$ cat src/qsr_params.svh
// Register map, field positions and reset values of the quick-stop reaction selector
`ifndef QSR_PARAMS_SVH
`define QSR_PARAMS_SVH

`define QSR_ADDR_W 8
`define QSR_OFS_CTRL 8'h00
`define QSR_OFS_QS_DECEL 8'h04
`define QSR_OFS_PROF_DECEL 8'h08
`define QSR_OFS_HOME_ACCEL 8'h0c
`define QSR_OFS_PT_DECEL 8'h10
`define QSR_OFS_STATUS 8'h14

`define QSR_CTRL_OPT_LSB 0
`define QSR_CTRL_OPT_MSB 3
`define QSR_CTRL_MODE_LSB 4
`define QSR_CTRL_MODE_MSB 7
`define QSR_CTRL_QS_BIT 8
`define QSR_CTRL_RELEASE_BIT 9

`define QSR_ST_STATE_LSB 0
`define QSR_ST_STATE_MSB 1
`define QSR_ST_SERVO_BIT 2
`define QSR_ST_READY_BIT 3
`define QSR_ST_BRAKE_BIT 4
`define QSR_ST_RAMP_BIT 5
`define QSR_ST_UNSUP_BIT 6
`define QSR_ST_SRC_LSB 8
`define QSR_ST_SRC_MSB 10

`define QSR_OPT_RESET 4'h2
`define QSR_MODE_RESET 4'h0
`define QSR_DECEL_RESET 32'h0000_0000

`define QSR_OPT_DB 4'h0
`define QSR_OPT_MODE_OFF 4'h1
`define QSR_OPT_QS_OFF 4'h2
`define QSR_OPT_UNSUP3 4'h3
`define QSR_OPT_UNSUP4 4'h4
`define QSR_OPT_MODE_HOLD 4'h5
`define QSR_OPT_QS_HOLD 4'h6

`endif

$ cat src/qsr_pkg.sv
// Types of the quick-stop reaction selector
package qsr_pkg;

    typedef enum logic [3:0] {
        QSR_CSP = 4'h0,
        QSR_CSV = 4'h1,
        QSR_CST = 4'h2,
        QSR_PROFILE_POSITION_MODE = 4'h3,
        QSR_PROFILE_VELOCITY_MODE = 4'h4,
        QSR_PROFILE_TORQUE_MODE = 4'h5,
        QSR_CONTINUOUS_TORQUE_MODE = 4'h6,
        QSR_JOG_MODE = 4'h7,
        QSR_HOMING_MODE = 4'h8,
        QSR_POINT_TABLE_MODE = 4'h9
    } qsr_mode_t;

    typedef enum logic [1:0] {
        QSR_ST_OP_ENABLED = 2'h0,
        QSR_ST_RAMP = 2'h1,
        QSR_ST_QS_ACTIVE = 2'h2,
        QSR_ST_SW_ON_DISABLED = 2'h3
    } qsr_state_t;

    typedef enum logic [1:0] {
        QSR_REACT_NONE = 2'h0,
        QSR_REACT_BRAKE = 2'h1,
        QSR_REACT_RAMP_OFF = 2'h2,
        QSR_REACT_RAMP_HOLD = 2'h3
    } qsr_react_t;

    typedef enum logic [2:0] {
        QSR_SRC_NONE = 3'h0,
        QSR_SRC_QS_DECEL = 3'h1,
        QSR_SRC_PROF_DECEL = 3'h2,
        QSR_SRC_HOME_ACCEL = 3'h3,
        QSR_SRC_PT_DECEL = 3'h4
    } qsr_src_t;

    typedef struct packed {
        qsr_react_t kind;
        qsr_src_t src;
    } qsr_choice_t;

    typedef struct packed {
        logic servo_on;
        logic ready;
        logic dyn_brake;
        logic ramp_active;
        qsr_src_t src;
    } qsr_drive_t;

endpackage : qsr_pkg

$ cat src/qsr_top.sv
// Quick-stop reaction selector with APB register slave
// What this block does
// RULE1 - Option 1: ramp down with a mode-dependent source, then remove servo power.
// RULE2 - Option 1, csp/csv: ramp with quick-stop deceleration, then Switch On Disabled.
// RULE3 - Options 1, 2, 5 in torque modes: immediate Switch On Disabled, dynamic brake.
// RULE4 - Option 1, profile position/velocity or jog: profile deceleration, then off.
// RULE5 - Option 1, homing: homing acceleration ramp, then Switch On Disabled.
// RULE6 - Option 1, point table: active entry deceleration, then Switch On Disabled.
// RULE7 - Option 2, non-torque modes: quick-stop deceleration, then Switch On Disabled.
// RULE8 - Option 5: mode-dependent ramp, then hold Quick Stop Active, servo on.
// RULE9 - Option 5, csp/csv: quick-stop deceleration, stay Quick Stop Active.
// RULE10 - Option 5, profile position/velocity or jog: profile deceleration, hold.
// RULE11 - Option 5, homing: homing acceleration ramp, stay Quick Stop Active.
// RULE12 - Option 5, point table: active entry deceleration, stay Quick Stop Active.
// RULE13 - Option 0: immediate Switch On Disabled, ready and servo off, dynamic brake.
// RULE14 - Option 6, non-torque modes: quick-stop deceleration, stay Quick Stop Active.
// RULE15 - Options 3 and 4 give no quick-stop reaction at all.
//
// The register offsets and the APB register port are this design's own decisions.
`timescale 1ns/1ps
`default_nettype none
`include "qsr_params.svh"

module qsr_top
    import qsr_pkg::*;
(
    input wire logic ref_clk, // 25 MHz clock
    input wire logic rst_b, // Async reset, active low
    input wire logic psel, // APB select
    input wire logic penable, // APB enable
    input wire logic pwrite, // APB write
    input wire logic [`QSR_ADDR_W-1:0] paddr, // APB byte address
    input wire logic [31:0] pwdata, // APB write data
    output logic [31:0] prdata, // APB read data
    output logic pready, // APB ready
    output logic pslverr, // APB error on unmapped address
    input wire logic qs_req_pin, // Quick-stop request from the network side
    input wire logic motor_stopped_pin, // Motor at standstill
    output qsr_drive_t drive, // Servo, ready, brake, ramp and source
    output logic [31:0] decel_value // Deceleration to use while ramping
);

    // Pin synchronisers, three stages each
    logic [2:0] qs_sync;
    logic [2:0] next_qs_sync;
    logic [2:0] stop_sync;
    logic [2:0] next_stop_sync;
    logic qs_req;
    logic next_qs_req;
    logic stopped;
    logic next_stopped;

    always_comb begin
        next_qs_sync = {qs_sync[1:0], qs_req_pin};
        next_stop_sync = {stop_sync[1:0], motor_stopped_pin};
        next_qs_req = (qs_sync[1] == qs_sync[2]) ? qs_sync[2] : qs_req;
        next_stopped = (stop_sync[1] == stop_sync[2]) ? stop_sync[2] : stopped;
    end

    always_ff @(posedge ref_clk or negedge rst_b) begin
        if (!rst_b) begin
            qs_sync <= 3'h0;
            stop_sync <= 3'h0;
            qs_req <= 1'b0;
            stopped <= 1'b0;
        end else begin
            qs_sync <= next_qs_sync;
            stop_sync <= next_stop_sync;
            qs_req <= next_qs_req;
            stopped <= next_stopped;
        end
    end

    // Register file and APB slave
    logic [3:0] opt_code;
    logic [3:0] next_opt_code;
    qsr_mode_t mode;
    qsr_mode_t next_mode;
    logic sw_qs;
    logic next_sw_qs;
    logic release_pulse;
    logic next_release_pulse;
    logic [31:0] qs_decel;
    logic [31:0] next_qs_decel;
    logic [31:0] prof_decel;
    logic [31:0] next_prof_decel;
    logic [31:0] home_accel;
    logic [31:0] next_home_accel;
    logic [31:0] pt_decel;
    logic [31:0] next_pt_decel;
    logic unsup;
    logic next_unsup;
    logic [31:0] next_prdata;
    logic next_pready;
    logic next_pslverr;
    logic wr_en;
    logic set_unsup;
    qsr_state_t state;
    logic mapped;
    logic [31:0] status_word;

    always_comb begin
        wr_en = psel && penable && pready && pwrite;
        mapped = (paddr == `QSR_OFS_CTRL) || (paddr == `QSR_OFS_QS_DECEL) ||
                 (paddr == `QSR_OFS_PROF_DECEL) || (paddr == `QSR_OFS_HOME_ACCEL) ||
                 (paddr == `QSR_OFS_PT_DECEL) || (paddr == `QSR_OFS_STATUS);
        status_word = 32'h0;
        status_word[`QSR_ST_STATE_MSB:`QSR_ST_STATE_LSB] = state;
        status_word[`QSR_ST_SERVO_BIT] = drive.servo_on;
        status_word[`QSR_ST_READY_BIT] = drive.ready;
        status_word[`QSR_ST_BRAKE_BIT] = drive.dyn_brake;
        status_word[`QSR_ST_RAMP_BIT] = drive.ramp_active;
        status_word[`QSR_ST_UNSUP_BIT] = unsup;
        status_word[`QSR_ST_SRC_MSB:`QSR_ST_SRC_LSB] = drive.src;
        next_opt_code = opt_code;
        next_mode = mode;
        next_sw_qs = sw_qs;
        next_release_pulse = 1'b0;
        next_qs_decel = qs_decel;
        next_prof_decel = prof_decel;
        next_home_accel = home_accel;
        next_pt_decel = pt_decel;
        next_unsup = unsup;
        if (wr_en) begin
            unique case (paddr)
                `QSR_OFS_CTRL: begin
                    next_opt_code = pwdata[`QSR_CTRL_OPT_MSB:`QSR_CTRL_OPT_LSB];
                    next_mode = qsr_mode_t'(pwdata[`QSR_CTRL_MODE_MSB:`QSR_CTRL_MODE_LSB]);
                    next_sw_qs = pwdata[`QSR_CTRL_QS_BIT];
                    next_release_pulse = pwdata[`QSR_CTRL_RELEASE_BIT];
                end
                `QSR_OFS_QS_DECEL: next_qs_decel = pwdata;
                `QSR_OFS_PROF_DECEL: next_prof_decel = pwdata;
                `QSR_OFS_HOME_ACCEL: next_home_accel = pwdata;
                `QSR_OFS_PT_DECEL: next_pt_decel = pwdata;
                `QSR_OFS_STATUS: begin
                    if (pwdata[`QSR_ST_UNSUP_BIT]) begin
                        next_unsup = 1'b0;
                    end
                end
                default: begin
                end
            endcase
        end
        // New event beats a clear in the same cycle
        if (set_unsup) begin
            next_unsup = 1'b1;
        end
        next_pready = psel && penable && !pready;
        next_pslverr = next_pready && !mapped;
        next_prdata = 32'h0;
        if (next_pready && !pwrite) begin
            unique case (paddr)
                `QSR_OFS_CTRL: begin
                    next_prdata[`QSR_CTRL_OPT_MSB:`QSR_CTRL_OPT_LSB] = opt_code;
                    next_prdata[`QSR_CTRL_MODE_MSB:`QSR_CTRL_MODE_LSB] = mode;
                    next_prdata[`QSR_CTRL_QS_BIT] = sw_qs;
                end
                `QSR_OFS_QS_DECEL: next_prdata = qs_decel;
                `QSR_OFS_PROF_DECEL: next_prdata = prof_decel;
                `QSR_OFS_HOME_ACCEL: next_prdata = home_accel;
                `QSR_OFS_PT_DECEL: next_prdata = pt_decel;
                `QSR_OFS_STATUS: next_prdata = status_word;
                default: next_prdata = 32'h0;
            endcase
        end
    end

    always_ff @(posedge ref_clk or negedge rst_b) begin
        if (!rst_b) begin
            opt_code <= `QSR_OPT_RESET;
            mode <= qsr_mode_t'(`QSR_MODE_RESET);
            sw_qs <= 1'b0;
            release_pulse <= 1'b0;
            qs_decel <= `QSR_DECEL_RESET;
            prof_decel <= `QSR_DECEL_RESET;
            home_accel <= `QSR_DECEL_RESET;
            pt_decel <= `QSR_DECEL_RESET;
            unsup <= 1'b0;
            prdata <= 32'h0;
            pready <= 1'b0;
            pslverr <= 1'b0;
        end else begin
            opt_code <= next_opt_code;
            mode <= next_mode;
            sw_qs <= next_sw_qs;
            release_pulse <= next_release_pulse;
            qs_decel <= next_qs_decel;
            prof_decel <= next_prof_decel;
            home_accel <= next_home_accel;
            pt_decel <= next_pt_decel;
            unsup <= next_unsup;
            prdata <= next_prdata;
            pready <= next_pready;
            pslverr <= next_pslverr;
        end
    end

    // Reaction lookup from option code and control mode
    function automatic qsr_choice_t pick(input logic [3:0] opt, input qsr_mode_t m);
        qsr_choice_t c;
        logic torque;
        qsr_src_t mode_src;
        c.kind = QSR_REACT_NONE;
        c.src = QSR_SRC_NONE;
        torque = (m == QSR_CST) || (m == QSR_PROFILE_TORQUE_MODE) ||
                 (m == QSR_CONTINUOUS_TORQUE_MODE);
        unique case (m)
            QSR_PROFILE_POSITION_MODE, QSR_PROFILE_VELOCITY_MODE,
            QSR_JOG_MODE: mode_src = QSR_SRC_PROF_DECEL; // [RULE4] [RULE10]
            QSR_HOMING_MODE: mode_src = QSR_SRC_HOME_ACCEL; // [RULE5] [RULE11]
            QSR_POINT_TABLE_MODE: mode_src = QSR_SRC_PT_DECEL; // [RULE6] [RULE12]
            default: mode_src = QSR_SRC_QS_DECEL; // [RULE2] [RULE9]
        endcase
        unique case (opt)
            `QSR_OPT_DB: c.kind = QSR_REACT_BRAKE; // [RULE13]
            `QSR_OPT_MODE_OFF: begin
                c.kind = torque ? QSR_REACT_BRAKE : QSR_REACT_RAMP_OFF; // [RULE1] [RULE3]
                c.src = torque ? QSR_SRC_NONE : mode_src; // [RULE1]
            end
            `QSR_OPT_QS_OFF: begin
                c.kind = torque ? QSR_REACT_BRAKE : QSR_REACT_RAMP_OFF; // [RULE3] [RULE7]
                c.src = torque ? QSR_SRC_NONE : QSR_SRC_QS_DECEL; // [RULE7]
            end
            `QSR_OPT_MODE_HOLD: begin
                c.kind = torque ? QSR_REACT_BRAKE : QSR_REACT_RAMP_HOLD; // [RULE8] [RULE3]
                c.src = torque ? QSR_SRC_NONE : mode_src; // [RULE8]
            end
            `QSR_OPT_QS_HOLD: begin
                c.kind = torque ? QSR_REACT_BRAKE : QSR_REACT_RAMP_HOLD; // [RULE14]
                c.src = torque ? QSR_SRC_NONE : QSR_SRC_QS_DECEL; // [RULE14]
            end
            default: c.kind = QSR_REACT_NONE; // [RULE15]
        endcase
        return c;
    endfunction : pick

    // Drive state machine
    qsr_state_t next_state;
    qsr_choice_t choice;
    qsr_choice_t held;
    qsr_choice_t next_held;
    qsr_drive_t next_drive;
    logic [31:0] next_decel_value;
    logic qs_any;

    always_comb begin
        qs_any = qs_req || sw_qs;
        choice = pick(opt_code, mode);
        next_state = state;
        next_held = held;
        set_unsup = 1'b0;
        unique case (state)
            QSR_ST_OP_ENABLED: begin
                if (qs_any) begin
                    next_held = choice;
                    unique case (choice.kind)
                        QSR_REACT_BRAKE: next_state = QSR_ST_SW_ON_DISABLED; // [RULE3] [RULE13]
                        QSR_REACT_RAMP_OFF,
                        QSR_REACT_RAMP_HOLD: next_state = QSR_ST_RAMP; // [RULE1] [RULE8]
                        QSR_REACT_NONE: set_unsup = 1'b1; // [RULE15]
                    endcase
                end
            end
            QSR_ST_RAMP: begin
                if (stopped) begin
                    next_state = (held.kind == QSR_REACT_RAMP_HOLD) ?
                                 QSR_ST_QS_ACTIVE : QSR_ST_SW_ON_DISABLED; // [RULE1] [RULE8]
                end
            end
            QSR_ST_QS_ACTIVE, QSR_ST_SW_ON_DISABLED: begin
                if (release_pulse && !qs_any) begin
                    next_state = QSR_ST_OP_ENABLED;
                    next_held = '{kind: QSR_REACT_NONE, src: QSR_SRC_NONE};
                end
            end
        endcase
        next_drive.servo_on = (next_state != QSR_ST_SW_ON_DISABLED); // [RULE8] [RULE13]
        next_drive.ready = (next_state != QSR_ST_SW_ON_DISABLED); // [RULE2] [RULE13]
        next_drive.dyn_brake = (next_state == QSR_ST_SW_ON_DISABLED) &&
                               (next_held.kind == QSR_REACT_BRAKE); // [RULE3] [RULE13]
        next_drive.ramp_active = (next_state == QSR_ST_RAMP);
        next_drive.src = (next_state == QSR_ST_RAMP) ? next_held.src : QSR_SRC_NONE;
        unique case (next_drive.src)
            QSR_SRC_QS_DECEL: next_decel_value = qs_decel; // [RULE2] [RULE7] [RULE9]
            QSR_SRC_PROF_DECEL: next_decel_value = prof_decel; // [RULE4] [RULE10]
            QSR_SRC_HOME_ACCEL: next_decel_value = home_accel; // [RULE5] [RULE11]
            QSR_SRC_PT_DECEL: next_decel_value = pt_decel; // [RULE6] [RULE12]
            default: next_decel_value = 32'h0;
        endcase
    end

    always_ff @(posedge ref_clk or negedge rst_b) begin
        if (!rst_b) begin
            state <= QSR_ST_OP_ENABLED;
            held <= '{kind: QSR_REACT_NONE, src: QSR_SRC_NONE};
            drive <= '{servo_on: 1'b1, ready: 1'b1, dyn_brake: 1'b0,
                       ramp_active: 1'b0, src: QSR_SRC_NONE};
            decel_value <= 32'h0;
        end else begin
            state <= next_state;
            held <= next_held;
            drive <= next_drive;
            decel_value <= next_decel_value;
        end
    end

endmodule : qsr_top
`default_nettype wire

$ cat config.mk
export PLATFORM = sky130hd
export DESIGN_NAME = qsr_top
export DESIGN_NICKNAME = d
export VERILOG_FILES = /design/src/qsr_pkg.sv /design/src/qsr_top.sv
export VERILOG_INCLUDE_DIRS = /design/src
export SDC_FILE = /design/constraint.sdc
export NUM_CORES = 1
export LEC_CHECK = 0
export BUFFER_PORTS_ARGS = -buffer_cell sky130_fd_sc_hd__clkbuf_2
export CAP_MARGIN = 20
export CORE_MARGIN = 1.5
export CORE_UTILIZATION = 25
export DETAILED_ROUTE_END_ITERATION = 10
export GPL_TIMING_DRIVEN = 0
export PLACE_DENSITY = 0.5
export REMOVE_ABC_BUFFERS = 1
export SETUP_SLACK_MARGIN = 0.3
export SKIP_CTS_REPAIR_TIMING = 1
export SLEW_MARGIN = 20
export SYNTH_ARGS = -nofsm -noshare
export SYNTH_HDL_FRONTEND = slang
export SYNTH_SLANG_ARGS = --single-unit
$ cat constraint.sdc
create_clock -name ref_clk -period 2.23 [get_ports ref_clk]
set_input_delay 0.223 -clock ref_clk [delete_from_list [all_inputs] [get_ports ref_clk]]
set_output_delay 0.223 -clock ref_clk [all_outputs]
set_load 0.02 [all_outputs]
* After elaboration in Yosys (flattened, before gate mapping)
Cells that the tools add are included.
Word-level totals: word-level logic and storage cells 128, register bits after elaboration 226, output and inout port bits 73, bits of input ports 47
Operators by class: mux-type cells 30, eq/ne operators 34, reductions and logical operators 40
Operators by type and width (number):
- 32-bit one-hot mux with 4 select lines | 1
- 23-bit one-hot mux with 5 select lines | 1
- 9-bit one-hot mux with 6 select lines | 1
- 32-bit two-way mux | 1
- 4-bit by 3-bit == test with 1-bit output, second input constant | 6
- 8-bit by 4-bit == test with 1-bit output, second input constant | 2
- 8-bit by 5-bit == test with 1-bit output, second input constant | 2
- 2-bit == test, second input constant | 6
- 4-bit by 2-bit == test with 1-bit output, second input constant | 3
- 2-bit one-hot mux with 3 select lines | 2
- 2-bit OR reduction | 6
- 1-bit two-way mux | 11
- 2-bit two-way mux | 5
- 5-bit two-way mux | 2
- 5-bit one-hot mux with 2 select lines | 1
- 2-bit AND reduction | 5
- 3-bit one-hot mux with 3 select lines | 1
- 2-bit by 1-bit == test with 1-bit output, second input constant | 4
- 4-bit == test, second input constant | 2
- 8-bit by 3-bit == test with 1-bit output, second input constant | 1
- 1-bit logical AND | 8
- 8-bit zero test | 1
- 1-bit logical OR | 8
- 3-bit by 2-bit == test with 1-bit output, second input constant | 2
- 14 further kinds | 22

* Logic depth before layout (Yosys ltp)
Gate-level depths: netlist of the first run.
word-level depth 14, depth in mapped cells 9, depth with buffers taken out 7

* Least setup slack after synthesis of the first run
Ideal clock, no wire load.
path type reg2reg, start point reg opt_code[1], end point reg decel_value[10], stages on the path, launching flop included 10, arrival time 2.083 ns, period minus slack after synthesis 2.168 ns, setup time 0.086 ns, path buffers 3, setup slack 0.062 ns, path through dfstp_2 clkbuf_1 nor3b_1 a21oi_1 nand4_1 o211ai_2 or3b_1 buf_6 buf_6 o221ai_2
Between the ends: word-level cells in the longest chain between the ends 12
RTL lines:
- start: declaration | RTL line qsr_top.sv:75 | logic [3:0] opt_code;
- start signal: assignment | RTL line qsr_top.sv:171 | opt_code <= `QSR_OPT_RESET;
- start signal: assignment | RTL line qsr_top.sv:184 | opt_code <= next_opt_code;
- 4-bit by 3-bit == test with 1-bit output, or another cell as far along | RTL line qsr_top.sv:215 | unique case (opt)
- 2-bit OR reduction (no source line)
- 2-bit one-hot mux with 3 select lines | RTL line qsr_top.sv:215
- 2-bit == test | RTL line qsr_top.sv:257 | unique case (choice.kind)
- 2-bit OR reduction | RTL line qsr_top.sv:257
- 2-bit one-hot mux with 2 select lines | RTL line qsr_top.sv:257
- 2-bit two-way mux | RTL line qsr_top.sv:255 | if (qs_any) begin
- 2-bit one-hot mux with 3 select lines | RTL line qsr_top.sv:253 | unique case (state)
- 2-bit by 1-bit == test with 1-bit output | RTL line qsr_top.sv:283 | next_drive.src = (next_state == QSR_ST_RAMP) ? next_held.src : QSR_SRC_NONE;
- 3-bit two-way mux * | RTL line qsr_top.sv:283
- 3-bit == test, or another cell as far along | RTL line qsr_top.sv:284 | unique case (next_drive.src)
- 32-bit one-hot mux with 4 select lines * | RTL line qsr_top.sv:284
- named net next_decel_value[10] | RTL line qsr_top.sv:244 | logic [31:0] next_decel_value;
- end signal: assignment | RTL line qsr_top.sv:304 | decel_value <= next_decel_value;
- end: declaration | RTL line qsr_top.sv:40 | output logic [31:0] decel_value
Mark *: on every way through the listed nets, which the timed path passes. The rest lies on a longest branch. A chain may end at the register's enable or synchronous reset.

* Final worst setup path of the first run
start point reg mode[3], end point reg decel_value[31]
Between the ends: word-level cells in the longest chain between the ends 14
RTL lines:
- start: declaration | RTL line qsr_top.sv:77 | qsr_mode_t mode;
- start signal: assignment | RTL line qsr_top.sv:172 | mode <= qsr_mode_t'(`QSR_MODE_RESET);
- start signal: assignment | RTL line qsr_top.sv:185 | mode <= next_mode;
- 4-bit by 2-bit == test with 1-bit output or 4-bit by 3-bit == test with 1-bit output (tied branches) | RTL line qsr_top.sv:206 | torque = (m == QSR_CST) || (m == QSR_PROFILE_TORQUE_MODE) ||
- 1-bit logical OR (2 in a row) | RTL line qsr_top.sv:206
- 2-bit two-way mux, on equally long branches
- 2-bit one-hot mux with 3 select lines | RTL line qsr_top.sv:215
- 2-bit == test | RTL line qsr_top.sv:257
- 2-bit OR reduction | RTL line qsr_top.sv:257
- 2-bit one-hot mux with 2 select lines | RTL line qsr_top.sv:257
- 2-bit two-way mux | RTL line qsr_top.sv:255
- 2-bit one-hot mux with 3 select lines | RTL line qsr_top.sv:253
- 2-bit by 1-bit == test with 1-bit output | RTL line qsr_top.sv:283
- 3-bit two-way mux * | RTL line qsr_top.sv:283
- 3-bit == test, or another cell as far along | RTL line qsr_top.sv:284
- 32-bit one-hot mux with 4 select lines * | RTL line qsr_top.sv:284
- named net next_decel_value[31] | RTL line qsr_top.sv:244
Marked as above.

==> results of run 1 <==
-- per-stage QoR --
stage                     cells  worst slack (ns)  setup TNS [ns]
after detailed placement   1488            -0.947         -121.71
after CTS                  1532            -0.909          -71.85
after global placement     1459             -4.52        -1556.76
final                      1611            -0.168           -3.67
after floorplan             808             -1.48         -128.30
after global routing       1611            -0.254           -6.51
-- synthesized netlist by cell type (2+ instances only) --
master,n
o21ai_0,61
and2_1,3
nor2b_1,3
a222oi_1,3
mux4_2,7
mux2i_1,2
buf_6,2
nor3_1,7
buf_1,7
dfrtp_1,224
o221ai_1,2
buf_8,2
a22oi_1,30
nand4_1,34
nand3_1,7
and3_1,2
clkbuf_1,44
mux2_1,106
a22o_1,23
a221oi_1,2
nand2b_1,2
mux2_2,28
nand3b_1,2
a21oi_1,10
nor3b_1,2
o221ai_2,30
nand2_1,78
nor2_1,35
dfstp_2,2
buf_2,8
o21ai_1,3
maj3_1,2
inv_1,69
nand4b_1,3
-- worst max-delay path, cell delays in order, from the launching register on --
cell and delay (ns):
dfrtp_2 0.45, or3b_4 0.44, and4b_4 0.22, o21ai_4 0.24, and3_1 0.19, nand4b_1 0.15, buf_4 0.19, buf_12 0.14
buf_12 0.14, o221ai_4 0.14
-- routing by layer --
metal  global-route usage, %  vias to the layer above
met2                    24.1                      198
met5                       0                        -
met4                    4.09                        0
li1                        -                     3507
met1                    19.5                     3884
met3                    2.55                       36
-- state kept, by name (all words and copies together) (netlist names), 2 cells and up --
register and flops:
decel_value 32, home_accel 32, prdata 32, prof_decel 32
pt_decel 32, qs_decel 32, drive 6, held 5
mode 4, opt_code 4, qs_sync 3, stop_sync 3
state 2
-- final timing paths --
path	start	end	slack, ns	depth (start not counted)
max in group asynchronous	rst_b	prof_decel[22]	1.02	4
min	pwdata[7]	pt_decel[7]	-0.01	3
max	mode[3]	decel_value[31]	-0.17	9
max reg2reg	mode[3]	decel_value[31]	-0.17	9
min in group asynchronous	rst_b	decel_value[1]	0.19	2
min reg2reg	qs_sync[0]	qs_sync[1]	0.35	0
-- area by class of cell --
| cell class | count | area (um2) |
|---|---|---|
| antenna | 1 | 2.50 |
| clock buffer | 39 | 768 |
| clock inverter | 5 | 25.0 |
| fill | 4052 | 26900 |
| inverter | 70 | 263 |
| multi-input combinational | 515 | 4560 |
| sequential | 226 | 5660 |
| tap | 532 | 666 |
| timing repair buffer | 223 | 1900 |
-- logic make-up after synthesis --
group                    count (synthesis)  synth area share, %
AO/OA/AOI/OAI                          172                 13.5
AND/OR/NAND/NOR                        193                 9.47
flip-flops                             226                 54.9
XOR/XNOR                                 2                0.170
adder cells (fa/ha/maj)                  2                0.194
buffers and inverters                  134                 5.38
multiplexers                           143                 16.4
-- power by group through the flow --
stage          Combinational, mW  Clock, mW  Sequential [mW]
2_1_floorplan              0.110          0             4.27
3_3_place_gp               0.414          0             4.26
3_5_place_dp               0.521          0             4.26
4_1_cts                    0.522       4.15             4.18
5_1_grt                    0.652       4.33             4.19
6_report                   0.601       4.00             4.19
==> impl_metrics.env, run 1 <==
export IMPL_power_leakage_nw=6.53
export IMPL_setup_viol=32
export IMPL_start_util_pct=25.3
export IMPL_root_buffer="clkbuf_16"
export IMPL_slew_viol_final=0
export IMPL_cts_buffers=25
export IMPL_worstSetupEndpointType="register"
export IMPL_die_y_um=206
export IMPL_ant_nets=0
export IMPL_worstPathArrival_ns=2.84
export IMPL_antenna_found_initial=1
export IMPL_yosysTopAreaCell="dfrtp_1"
export IMPL_clk_latency_ns=0.53
export IMPL_yosysUniqueCellTypes=61
export IMPL_finalCritPeriodShare_pct=108
export IMPL_layout_min_cycle_time_ns=2.40
export IMPL_finalInstanceArea_um2=13800
export IMPL_dr_wl_met3_um=1560
export IMPL_max_cap_violations=0
export IMPL_final_common_cell="dfrtp_1"
export IMPL_grt_max_degree=71
export IMPL_synth_edf_count=0
export IMPL_grt_pass1_wl_um=46300
export IMPL_cts_sinks=226
export IMPL_syn_mean_instance_area_um2=11.8
export IMPL_rsz0062_at_grt="yes"
export IMPL_drc=0
export IMPL_fin_util_pct=34.0
export IMPL_wl_met2_um=15600
export IMPL_portBuffers=119
export IMPL_hold_path_class="in -> reg"
export IMPL_hpwl_um=20000
export IMPL_yosys_warnings=0
export IMPL_clkTransAtPathRegs_ns=0.06
export IMPL_synth_main_ff_cell="dfrtp_1"
export IMPL_dr_pass1_iters=5
export IMPL_seqPwrFrac_pct=47.7
export IMPL_syn_area_um2=10300
export IMPL_final_cell_mix="220 x dfrtp_1, 116 x clkbuf_2, 79 x mux2_1"
export IMPL_peakVddDrop_mv=0.326
export IMPL_vias=7625
export IMPL_run_status="finished with violations"
export IMPL_violations="negative hold slack, negative setup slack"
export IMPL_comb_power_share_pct=6.8
export IMPL_p_per_area_nw_per_um2=635
export IMPL_die_area_um2=42500
export IMPL_switching_share_pct=23.4
export IMPL_wirelength_um=32500
export IMPL_final_setup_skew_ns=0.00710
export IMPL_yosysSeqAreaShare_pct=54.9
export IMPL_synth_area_leaders="dfrtp_1 54%, mux2_1 12%, o221ai_2 4.4%"
export IMPL_drtIter0Drc=430
export IMPL_clock_fmax_mhz=417
export IMPL_dieWidth_um=206
export IMPL_p_sw_mw=2.05
export IMPL_area_delta_synth_final_pct=34.3
export IMPL_synth_seq_cells=226
export IMPL_grt_overflow=0
export IMPL_start_kind="register"
export IMPL_clk_path_buf_depth=3
export IMPL_fp_coreArea_um2=40700
export IMPL_crit_type="reg -> reg"
export IMPL_wire_per_inst_um=20.1
export IMPL_path_max_fanout=7
export IMPL_final_hold_violation_count=3
export IMPL_holdWs_ns=-0.0124
export IMPL_drive_gt1_share_pct=33.7
export IMPL_num_nets_final=1108
export IMPL_intPower_mw=6.73
export IMPL_grt_pass1_vias=7390
export IMPL_cts_tree="yes"
export IMPL_yosysTopAreaCellShare_pct=54.4
export IMPL_worst_slack_ns=-0.168
export IMPL_vias_per_cell=4.73
export IMPL_htreeDepth=1
export IMPL_grt_usage_pct=14.6
export IMPL_syn_inst=872
export IMPL_power_frac_clock_pct=45.5
export IMPL_crit_required_ns=2.67
export IMPL_relSlewSlack_pct=41.3
export IMPL_gp_congestion=0.726
export IMPL_wl_met1_um=14700
export IMPL_rows=74
export IMPL_async_reset_ff_share_pct=100
export IMPL_highest_layer="met4"
export IMPL_fin_total_pwr_mw=8.78
export IMPL_worstMarginPinSlew_ns=0.880
export IMPL_ios=120
export IMPL_placed_cell_area_um2=11800
(Power assumes the default switching activity.)
==> run 2, diff against run 1 <==
==> constraint.sdc (replaced) <==
create_clock -name ref_clk -period 2.23 [get_ports ref_clk]
set_input_delay 0.669 -clock ref_clk [delete_from_list [all_inputs] [get_ports ref_clk]]
set_output_delay 0.669 -clock ref_clk [all_outputs]
set_load 0.02 [all_outputs]
==> run 2 against run 1 <==
Compared with the run above:
- the run ends with negative setup slack left
- clock skew is 0.0028 ns higher
- sequential power about the same
- largest power group unchanged
- sequential cell count unchanged
- clock power hardly changed
- cell area about the same
==> impl_metrics.env, run 2 (synthesized netlist as in run 1, its figures left out) <==
export IMPL_ant_nets=0
export IMPL_start_util_pct=25.3
export IMPL_intPower_mw=6.71
export IMPL_grt_pass1_wl_um=46300
export IMPL_drc=0
export IMPL_final_setup_skew_ns=0.00991
export IMPL_p_per_area_nw_per_um2=635
export IMPL_setup_viol=32
export IMPL_area_delta_synth_final_pct=34.2
export IMPL_switching_share_pct=23.6
export IMPL_r2r_cells=9
export IMPL_die_y_um=206
export IMPL_antenna_cells=0
export IMPL_power_leakage_nw=6.54
export IMPL_register_area_um2=5660
export IMPL_multiInputGateArea_um2=4690
export IMPL_run_status="finished with violations"
export IMPL_max_cap_violations=0
export IMPL_seqPwrFrac_pct=47.7
export IMPL_crit_path_frequent_cell="buf_12"
export IMPL_worstPathArrival_ns=2.86
export IMPL_path_max_fanout=7
export IMPL_worstSetupEndpointType="register"
export IMPL_dieWidth_um=206
export IMPL_cts_sinks=226
export IMPL_fin_cells=1589
export IMPL_start_kind="register"
export IMPL_cts_buffers=25
export IMPL_clk_latency_ns=0.53
export IMPL_root_buffer="clkbuf_16"
export IMPL_vias=7531
export IMPL_peakVddDrop_mv=0.332
export IMPL_comb_power_share_pct=6.7
export IMPL_setup_tns_ns=-3.85
export IMPL_dpl_cell_count=1488
export IMPL_grt_max_degree=71
export IMPL_clk_path_buf_depth=3
export IMPL_dr_pass1_iters=5
export IMPL_hpwl_um=20000
export IMPL_gp_congestion=0.726
export IMPL_cp_slowest_stage_delay_ns=0.45
export IMPL_n_fill_cell=4038
export IMPL_fin_total_pwr_mw=8.78
export IMPL_relSlewSlack_pct=59.9
export IMPL_wirelength_um=33100
export IMPL_vias_per_cell=4.74
export IMPL_slowest_stage="dfrtp_2"
export IMPL_finalCritPeriodShare_pct=109
export IMPL_holdWs_ns=0.0589
export IMPL_slew_viol_final=0
export IMPL_grt_overflow=0
export IMPL_die_area_um2=42500
export IMPL_power_frac_clock_pct=45.6
export IMPL_wire_per_inst_um=20.9
export IMPL_ios=120
export IMPL_p_sw_mw=2.07
export IMPL_hold_path_class="in -> async"
export IMPL_clkTransAtPathRegs_ns=0.06
export IMPL_cts_tree="yes"
export IMPL_crit_type="reg -> reg"
export IMPL_fp_coreArea_um2=40700
export IMPL_htreeDepth=1
export IMPL_worstMarginPinSlew_ns=0.601
export IMPL_violations="negative setup slack"
export IMPL_grt_pass1_vias=7390
export IMPL_placed_cell_area_um2=11800
export IMPL_worst_slack_ns=-0.192
export IMPL_final_cell_mix="220 x dfrtp_1, 112 x clkbuf_2, 74 x nand2_1"
export IMPL_grt_usage_pct=14.6
export IMPL_layout_min_cycle_time_ns=2.42
export IMPL_portBuffers=119
export IMPL_crit_required_ns=2.67
export IMPL_rows=74
export IMPL_antenna_found_initial=3
export IMPL_clock_fmax_mhz=413
export IMPL_final_hold_violation_count=0
export IMPL_path_cells="or3b_4 > and4b_4 > o21ai_4 > and3_1 > nand4b_1 > buf_4 > buf_12 > buf_12 > o221ai_4"
export IMPL_rsz0062_at_grt="yes"
export IMPL_drive_gt1_share_pct=37.6
export IMPL_finalInstanceArea_um2=13800
export IMPL_drtIter0Drc=463
export IMPL_num_nets_final=1087
export IMPL_final_common_cell="dfrtp_1"
[run 2: per-stage QoR]
stage	util, %	setup WS (ns)
after global routing	34.0	-0.254
final	34.0	-0.192
after floorplan	-	-1.54
after detailed placement	29.1	-1.39
after CTS	31.0	-0.909
after global placement	27.7	-4.80
[run 2: final timing paths]
kind | startpoint | end | slack [ns]
worst max-delay path | mode[3] | decel_value[31] | -0.19
worst min-delay path | rst_b | decel_value[1] | 0.06
worst max register to register | mode[3] | decel_value[31] | -0.19
worst min register to register | qs_sync[0] | qs_sync[1] | 0.35
max in group asynchronous | rst_b | pt_decel[22] | 1.13
min in group ref_clk | motor_stopped_pin | stop_sync[0] | 0.24
[run 2: per-layer routing]
layer | share of wire (%) | vias to the layer above | GRT usage (%)
met3 | 4.4 | 50 | 2.55
met1 | 45 | 3863 | 19.5
met2 | 49 | 153 | 24.1
li1 | - | 3459 | -
met4 | 2.2 | 6 | 4.09
met5 | 0.13 | - | 0
[run 2: layout make-up]
| type | count | share of cell area (%) |
|---|---|---|
| clock inverter | 5 | 0.181 |
| tap | 532 | 4.81 |
| inverter | 70 | 1.90 |
| clock buffer | 39 | 5.55 |
| sequential | 226 | 40.9 |
| timing repair buffer | 201 | 12.7 |
| multi-input combinational | 516 | 33.9 |
[run 2: power groups by stage]
stage	registers [mW]	clock network, mW	logic, mW
2_1_floorplan	4.27	0	0.110
6_report	4.19	4.01	0.587
3_3_place_gp	4.26	0	0.414
4_1_cts	4.18	4.15	0.522
3_5_place_dp	4.26	0	0.521
5_1_grt	4.19	4.33	0.633
[run 2: worst max-delay path, delay by kind of cell (launching register included)]
family	cells	cell delay, ns
compound gates	2	0.39
buf+inv	3	0.47
flops	1	0.45
simple gates	4	1.00
